File: config.mk
export PLATFORM = sky130hd
export DESIGN_NAME = pecap_regs
export DESIGN_NICKNAME = d
export VERILOG_FILES = /design/src/design/pecap_pkg.sv /design/src/design/pecap_strap_latch.sv /design/src/design/pecap_spl_capture.sv /design/src/design/pecap_regs.sv
export SDC_FILE = /design/constraint.sdc
export NUM_CORES = 1
export LEC_CHECK = 0
export BUFFER_PORTS_ARGS = -buffer_cell sky130_fd_sc_hd__buf_4
export CAP_MARGIN = 40
export CORE_ASPECT_RATIO = 1.25
export CORE_UTILIZATION = 44
export CTS_BUF_LIST = sky130_fd_sc_hd__clkbuf_2
export DETAILED_ROUTE_END_ITERATION = 8
export HOLD_SLACK_MARGIN = 0.15
export PLACE_DENSITY = 0.86
export SETUP_SLACK_MARGIN = 0.2
export SYNTH_ARGS = -nofsm -noshare
export SYNTH_HDL_FRONTEND = slang
export SYNTH_HIERARCHICAL = 1
export SYNTH_SLANG_ARGS = --single-unit
File: constraint.sdc
create_clock -name pclk -period 2 [get_ports pclk]
set_input_delay 0.2 -clock pclk [delete_from_list [all_inputs] [get_ports pclk]]
set_output_delay 0.2 -clock pclk [all_outputs]
set_load 0.005 [all_outputs]
File: src/design/pecap_pkg.sv
/*
  Package for the express capability block: offsets, field values,
  reset values and the carrier structs.
  Assumes a 32-bit APB slave with byte addresses.
*/
package pecap_pkg;

  // ==========================================================
  // register map
  localparam logic [11:0] PECAP_OFF_CAP_HDR = 12'h0b0;
  localparam logic [11:0] PECAP_OFF_DEV_CAP = 12'h0b4;
  localparam logic [11:0] PECAP_OFF_STRAP   = 12'h0c0;

  // ==========================================================
  // capability header fields
  localparam logic [7:0] PECAP_CAP_ID      = 8'h10;
  localparam logic [7:0] PECAP_NEXT_PTR    = 8'hd8;
  localparam logic [3:0] PECAP_CAP_VERSION = 4'h1;
  localparam logic [3:0] PECAP_TYPE_FWD    = 4'h7;
  localparam logic [3:0] PECAP_TYPE_REV    = 4'h8;
  localparam logic [4:0] PECAP_INT_MSG_NUM = 5'h00;

  // ==========================================================
  // device capability fields
  localparam logic [2:0] PECAP_MAX_PAYLOAD = 3'h1;
  localparam logic [1:0] PECAP_PHANTOM     = 2'h0;
  localparam logic       PECAP_TAG8        = 1'b1;
  localparam logic [2:0] PECAP_L0S_LAT     = 3'h0;
  localparam logic [2:0] PECAP_L1_LAT      = 3'h0;
  localparam logic [7:0] PECAP_SPL_VAL_RST = 8'h00;
  localparam logic [1:0] PECAP_SPL_SCL_RST = 2'h0;

  localparam logic [31:0] PECAP_ZERO_WORD  = 32'h0000_0000;

  // ==========================================================
  // carriers
  typedef struct packed {
    logic        psel;
    logic        penable;
    logic        pwrite;
    logic [11:0] paddr;
    logic [31:0] pwdata;
  } pecap_apb_req_t;

  typedef struct packed {
    logic        pready;
    logic        pslverr;
    logic [31:0] prdata;
  } pecap_apb_rsp_t;

  typedef struct packed {
    logic       valid;
    logic [7:0] value;
    logic [1:0] scale;
  } pecap_spl_msg_t;

  typedef struct packed {
    logic       reverse;
    logic       hotplug;
  } pecap_strap_t;

endpackage

File: src/design/pecap_strap_latch.sv
/*
  Catches the bridge-mode and hot-plug straps once after reset release.
  Assumes straps are steady and synchronous to pclk around reset.
*/
module pecap_strap_latch
  import pecap_pkg::*;
(
  input  wire logic         pclk,
  input  wire logic         presetn,
  input  wire pecap_strap_t strap_in,
  output pecap_strap_t      strap_out
);

  typedef struct packed {
    logic         caught;
    pecap_strap_t strap;
  } pecap_sl_state_t;

  pecap_sl_state_t st_r;
  pecap_sl_state_t st_nxt;

  // ==========================================================
  // capture on the first edge after release, then hold
  always_comb begin
    st_nxt = st_r;
    if (!st_r.caught) begin
      st_nxt.caught = 1'b1;
      st_nxt.strap  = strap_in;
    end
  end

  // async reset loads constants only; the pin is sampled by the clock
  always_ff @(posedge pclk or negedge presetn) begin
    if (!presetn) begin
      st_r <= '0;
    end else begin
      st_r <= st_nxt;
    end
  end

  assign strap_out = st_r.strap;

endmodule

File: src/design/pecap_spl_capture.sv
/*
  Holds the captured slot power limit value and scale.
  Assumes the link layer presents each decoded message as a
  one-cycle valid pulse in the pclk domain.
*/
module pecap_spl_capture
  import pecap_pkg::*;
(
  input  wire logic           pclk,
  input  wire logic           presetn,
  input  wire pecap_spl_msg_t msg,
  output logic [7:0]          spl_value,
  output logic [1:0]          spl_scale
);

  typedef struct packed {
    logic [7:0] value;
    logic [1:0] scale;
  } pecap_spl_state_t;

  pecap_spl_state_t st_r;
  pecap_spl_state_t st_nxt;

  always_comb begin
    st_nxt = st_r;
    if (msg.valid) begin
      st_nxt.value = msg.value;
      st_nxt.scale = msg.scale;
    end
  end

  always_ff @(posedge pclk or negedge presetn) begin
    if (!presetn) begin
      st_r.value <= PECAP_SPL_VAL_RST;
      st_r.scale <= PECAP_SPL_SCL_RST;
    end else begin
      st_r <= st_nxt;
    end
  end

  assign spl_value = st_r.value;
  assign spl_scale = st_r.scale;

endmodule

File: src/design/pecap_regs.sv
/*
  Express capability structure (header word and device capability word)
  read over APB. Everything is read-only; writes to mapped words are
  accepted and dropped. A third word reports the latched straps.
  Assumes a single pclk domain and synchronous strap and message inputs.
*/
// The APB slave port is this design's own decision.
// What this block does
// header bits 7:0 read capability id 10h
// header bits 15:8 read next pointer d8h
// port type 7h forward, 8h reverse
// slot implemented 0 forward, 1 reverse
// phantom function bits 4:3 read zero
// bit 5 reads one: 8-bit tags
// l0s latency bits 8:6 read 000
// l1 latency bits 11:9 read 000
// attention button only with forward hot-plug
// indicators present only with forward hot-plug
// power limit value captured from message
// power limit scale captured from message
// writes ignored, reserved bits read zero
module pecap_regs
  import pecap_pkg::*;
(
  input  wire logic           pclk,
  input  wire logic           presetn,
  input  wire pecap_apb_req_t apb_req,
  output pecap_apb_rsp_t      apb_rsp,
  input  wire pecap_strap_t   strap_pins,
  input  wire pecap_spl_msg_t spl_msg
);

  typedef enum logic [0:0] {
    PECAP_IDLE   = 1'b0,
    PECAP_ACCESS = 1'b1
  } pecap_phase_t;

  typedef struct packed {
    pecap_phase_t phase;
    logic         slverr;
    logic [31:0]  rdata;
  } pecap_state_t;

  pecap_state_t st_r;
  pecap_state_t st_nxt;

  pecap_strap_t strap;
  logic [7:0]   spl_value;
  logic [1:0]   spl_scale;
  logic [31:0]  hdr_word;
  logic [31:0]  dev_word;
  logic [31:0]  strap_word;
  logic         hp_fwd;

  // ==========================================================
  // submodules
  pecap_strap_latch pecap_strap_latch_i (
    .pclk      (pclk),
    .presetn   (presetn),
    .strap_in  (strap_pins),
    .strap_out (strap)
  );

  pecap_spl_capture pecap_spl_capture_i (
    .pclk      (pclk),
    .presetn   (presetn),
    .msg       (spl_msg),
    .spl_value (spl_value),
    .spl_scale (spl_scale)
  );

  // ==========================================================
  // word assembly
  // hot-plug pins only exist on the side without a slot, i.e. forward mode
  assign hp_fwd = strap.hotplug & ~strap.reverse;

  always_comb begin
    hdr_word        = PECAP_ZERO_WORD;
    hdr_word[7:0]   = PECAP_CAP_ID;
    hdr_word[15:8]  = PECAP_NEXT_PTR;
    hdr_word[19:16] = PECAP_CAP_VERSION;
    hdr_word[23:20] = strap.reverse ? PECAP_TYPE_REV
                                    : PECAP_TYPE_FWD;
    hdr_word[24]    = strap.reverse;
    hdr_word[29:25] = PECAP_INT_MSG_NUM;
  end

  always_comb begin
    dev_word        = PECAP_ZERO_WORD;
    dev_word[2:0]   = PECAP_MAX_PAYLOAD;
    dev_word[4:3]   = PECAP_PHANTOM;
    dev_word[5]     = PECAP_TAG8;
    dev_word[8:6]   = PECAP_L0S_LAT;
    dev_word[11:9]  = PECAP_L1_LAT;
    dev_word[12]    = hp_fwd;
    dev_word[13]    = hp_fwd;
    dev_word[14]    = hp_fwd;
    dev_word[25:18] = spl_value;
    dev_word[27:26] = spl_scale;
  end

  always_comb begin
    strap_word    = PECAP_ZERO_WORD;
    strap_word[0] = strap.reverse;
    strap_word[1] = strap.hotplug;
  end

  // ==========================================================
  // apb slave: no wait states, pready in the first access cycle, data registered
  always_comb begin
    st_nxt = st_r;
    case (st_r.phase)
      PECAP_IDLE: begin
        if (apb_req.psel && !apb_req.penable) begin
          st_nxt.phase  = PECAP_ACCESS;
          st_nxt.slverr = 1'b0;
          st_nxt.rdata  = PECAP_ZERO_WORD;
          // writes to known words are dropped silently
          if (!apb_req.pwrite) begin
            case (apb_req.paddr)
              PECAP_OFF_CAP_HDR: st_nxt.rdata = hdr_word;
              PECAP_OFF_DEV_CAP: st_nxt.rdata = dev_word;
              PECAP_OFF_STRAP:   st_nxt.rdata = strap_word;
              default:           st_nxt.slverr = 1'b1;
            endcase
          end else begin
            case (apb_req.paddr)
              PECAP_OFF_CAP_HDR,
              PECAP_OFF_DEV_CAP,
              PECAP_OFF_STRAP:   st_nxt.slverr = 1'b0;
              default:           st_nxt.slverr = 1'b1;
            endcase
          end
        end
      end
      PECAP_ACCESS: begin
        st_nxt.phase = PECAP_IDLE;
      end
      default: begin
        st_nxt.phase = PECAP_IDLE;
      end
    endcase
  end

  always_ff @(posedge pclk or negedge presetn) begin
    if (!presetn) begin
      st_r.phase  <= PECAP_IDLE;
      st_r.slverr <= 1'b0;
      st_r.rdata  <= PECAP_ZERO_WORD;
    end else begin
      st_r <= st_nxt;
    end
  end

  always_comb begin
    apb_rsp.pready  = (st_r.phase == PECAP_ACCESS);
    apb_rsp.pslverr = (st_r.phase == PECAP_ACCESS) & st_r.slverr;
    apb_rsp.prdata  = st_r.rdata;
  end

endmodule

==> impl_metrics.toml <==
[outcome]
status = "complete, no violations"

[timing]
drv_slew = 0
max_clock_freq_mhz = 578
period_minus_slack_ps = 1730
worstMarginPinSlew_ps = 518
setup_slack_ps = 271
tns_ps = 0
setup_viol = 0
relSlewSlack_pct = 65.1
skew_ps = 12.5
finalHoldViolCount = 0
rsz0062_at_grt = "no"
fin_crit_sh_pct = 86.4

[worst_setup_path]
rr_worst_depth = 4
path_cells = "or4b_4 > nor4_4 > and2_4 > a22o_2"
critical_path_class = "reg2reg"
cp_num_buf_inv = 0
crit_path_max_fanout = 5
required_ps = 2310
critPathLaunch = "apb_rsp[33]"
r2r_start = "apb_rsp[33]"
end_kind = "register"
critPathArrivalTime_ps = 2040
path_depth = 4
cp_top_family = "simple AND/OR/NAND/NOR gates"
max_stage_delay_ps = 560
cpMaxStageDelayCell = "or4b_4"
critPathLaunchType = "register"

[global_routing]
grtUsageTotal_pct = 17.2
grt_pass1_wl_um = 4730
overflow = 0
grt_max_degree = 32
grt_pass1_vias = 1016
antenna_found_initial = 0

[routing]
drcViolationCount = 0
ant_nets = 0
vias = 1098
totalWireLength_um = 2940
first_pass_iters = 4
drt-initial-drc-count = 14
viasPerCell = 4.84
avgRoutedWirePerCell_um = 13.0

[worst_hold_path]
hold_path_startpoint = "apb_req[38]"
min_path_type = "in2reg"
hold_depth = 5

[logic_synthesis]
synth_top_area_share_pct = 49.2
synth_top_area_cell = "dfrtp_1"
syn_area_per_cell_um2 = 11.3
synth_cells = 140
synth_seq_cells = 31
synth_area_leaders = "dfrtp_1, buf_4, mux2_4"
synth_cell_types = 30
syn-cell-area_um2 = 1580
yosysSeqAreaShare_pct = 49.2
yosysWarnings = 6

[final_layout]
multi_input_area_um2 = 566
nets = 251
nFillCells = 280
drive_gt1_share_pct = 43.2
n_antenna_cell = 0
fin_area_um2 = 2000
seq_area_um2 = 776
syn2layout_area_growth_pct = 27.1

[placement]
place_area_um2 = 1770
place_congestion = 0.760
post-place-ws_ps = 329
dp_hpwl_um = 2030
numPortBuffers = 51

[clocking]
numClockSinks = 31
cts_tree = "done"
htree_num_levels = 2
insertion_delay_ps = 360
clkSlewWorstSetupHoldPaths_ps = 150
cts_buffers = 5
clk_path_buf_depth = 2
cts-root-buf = "clkbuf_2"

[pwr]
power_density_nw_per_um2 = 564
p_leak_nw = 1.06
pwr-share-comb_pct = 15.4
seqPwrFrac_pct = 59.6
irDropWorstVdd_uv = 522
power.switching_w = 0.000285
clkPwrFrac_pct = 25.0
total_power_w = 0.00113
p_int_w = 0.000845
swShare_pct = 25.2

[floorplan]
row_count = 23
dieArea_um2 = 3830
die_x_um = 55.5
initial_core_util_pct = 47.6
pin_count = 96
fp.dieH_um = 68.9
coreArea_um2 = 3310

[run]
drv_cap = 0
cell families after synthesis:
kind of cell    after synthesis  synth area share [%]
compound gates               19                  7.94
buf+inv                      41                  18.7
flops                        31                  49.2
mux                          12                  11.0
other cells                   2                 0.476
simple gates                 35                  12.7
synthesized netlist by cell type:
library cell  count
buf_4            35
dfrtp_1          31
nand2_1          15
mux2_4           10
o21ai_0           7
a21oi_1           5
a22o_2            5
nor2_1            4
buf_2             2
conb_1            2
inv_1             2
mux2_2            2
nand3_1           2
nand4_1           2
a22o_1            1
a31oi_1           1
and2_1            1
and2_4            1
buf_6             1
clkbuf_1          1
nand2b_1          1
nand4b_1          1
nor2b_1           1
nor4_1            1
nor4_4            1
or2_2             1
or3_1             1
or3b_2            1
or4_4             1
or4b_1            1
worst reg2reg max path: stages (launching register included):
cell     delay [ps]
dfrtp_1         420
or4b_4          560
nor4_4          330
and2_4          230
a22o_2          140
layout make-up:
cell class,count,area share [%]
Sequential cell,31,38.7
Clock inverter,2,0.375
Clock buffer,6,1.50
Tap cell,37,2.31
Multi-Input combinational cell,79,28.2
Inverter,2,0.375
Timing Repair Buffer,70,28.5
power groups by stage:
stage	Clock [W]	Sequential, W	Combinational, W
after floorplan	0	0.000676	0.000102
after global placement	0	0.000682	0.000139
after detailed placement	0	0.000683	0.000142
after CTS	0.000292	0.000671	0.000169
after global routing	0.000317	0.000676	0.000190
final	0.000283	0.000673	0.000174
final timing paths:
kind | endpoint | slack (ps)
min in group asynchronous | apb_rsp[19] | 290
worst max-delay path | apb_rsp[19] | 270
worst min register to register | apb_rsp[1] | 500
max in group asynchronous | pecap_spl_capture_i/spl_value[1] | 1430
worst max register to register | apb_rsp[19] | 270
worst min-delay path | apb_rsp[1] | 230
placed cells by master, fill, tap and decap left out, types with 2 or more instances in the layout:
master	Yosys	layout
clkinv_1	0	2
mux2_4	10	10
clkbuf_2	0	6
nand3_1	2	2
nand4_1	2	2
buf_4	35	53
o21ai_0	7	6
conb_1	2	13
a22o_4	0	2
a22o_2	5	3
nor2_1	4	4
dlygate4sd3_1	0	16
mux2_2	2	2
dfrtp_1	31	31
a21oi_1	5	5
inv_1	2	2
nand2_1	15	15
per-stage QoR:
stage | hold WS [ps] | instances | utilization, %
floorplan | -95.6 | 151 | -
global placement | 145 | 201 | 53.4
detailed placement | 148 | 201 | 53.4
CTS | 210 | 226 | 59.7
global route | 226 | 227 | 60.5
finish | 231 | 227 | 60.5
sequential cells by signal (all words and copies together), names as in the netlist:
register	flops
pecap_strap_latch_i/st_r	1
st_r	1
pecap_spl_capture_i/spl_value	8
pecap_spl_capture_i/spl_scale	2
pecap_strap_latch_i/strap_out	2
apb_rsp	17
per-layer routing:
layer  track usage [%]  vias up  routed length (um)
met3              5.41        6                 162
li1                  -      529                   -
met1              18.8      518                1160
met4              9.38        0                  65
met2              30.3       45                1560
met5                 0        -                   0
repair_timing:
| action | in CTS | in global routing |
|---|---|---|
| setup endpoints to repair | 0 | 1 |
| resized for setup | 0 | 5 |
| endpoints found under the hold margin | 45 | 0 |
| hold buffers | 17 | 0 |
| setup buffers | 0 | 1 |
Note: power is estimated with default switching activity, not from simulation.
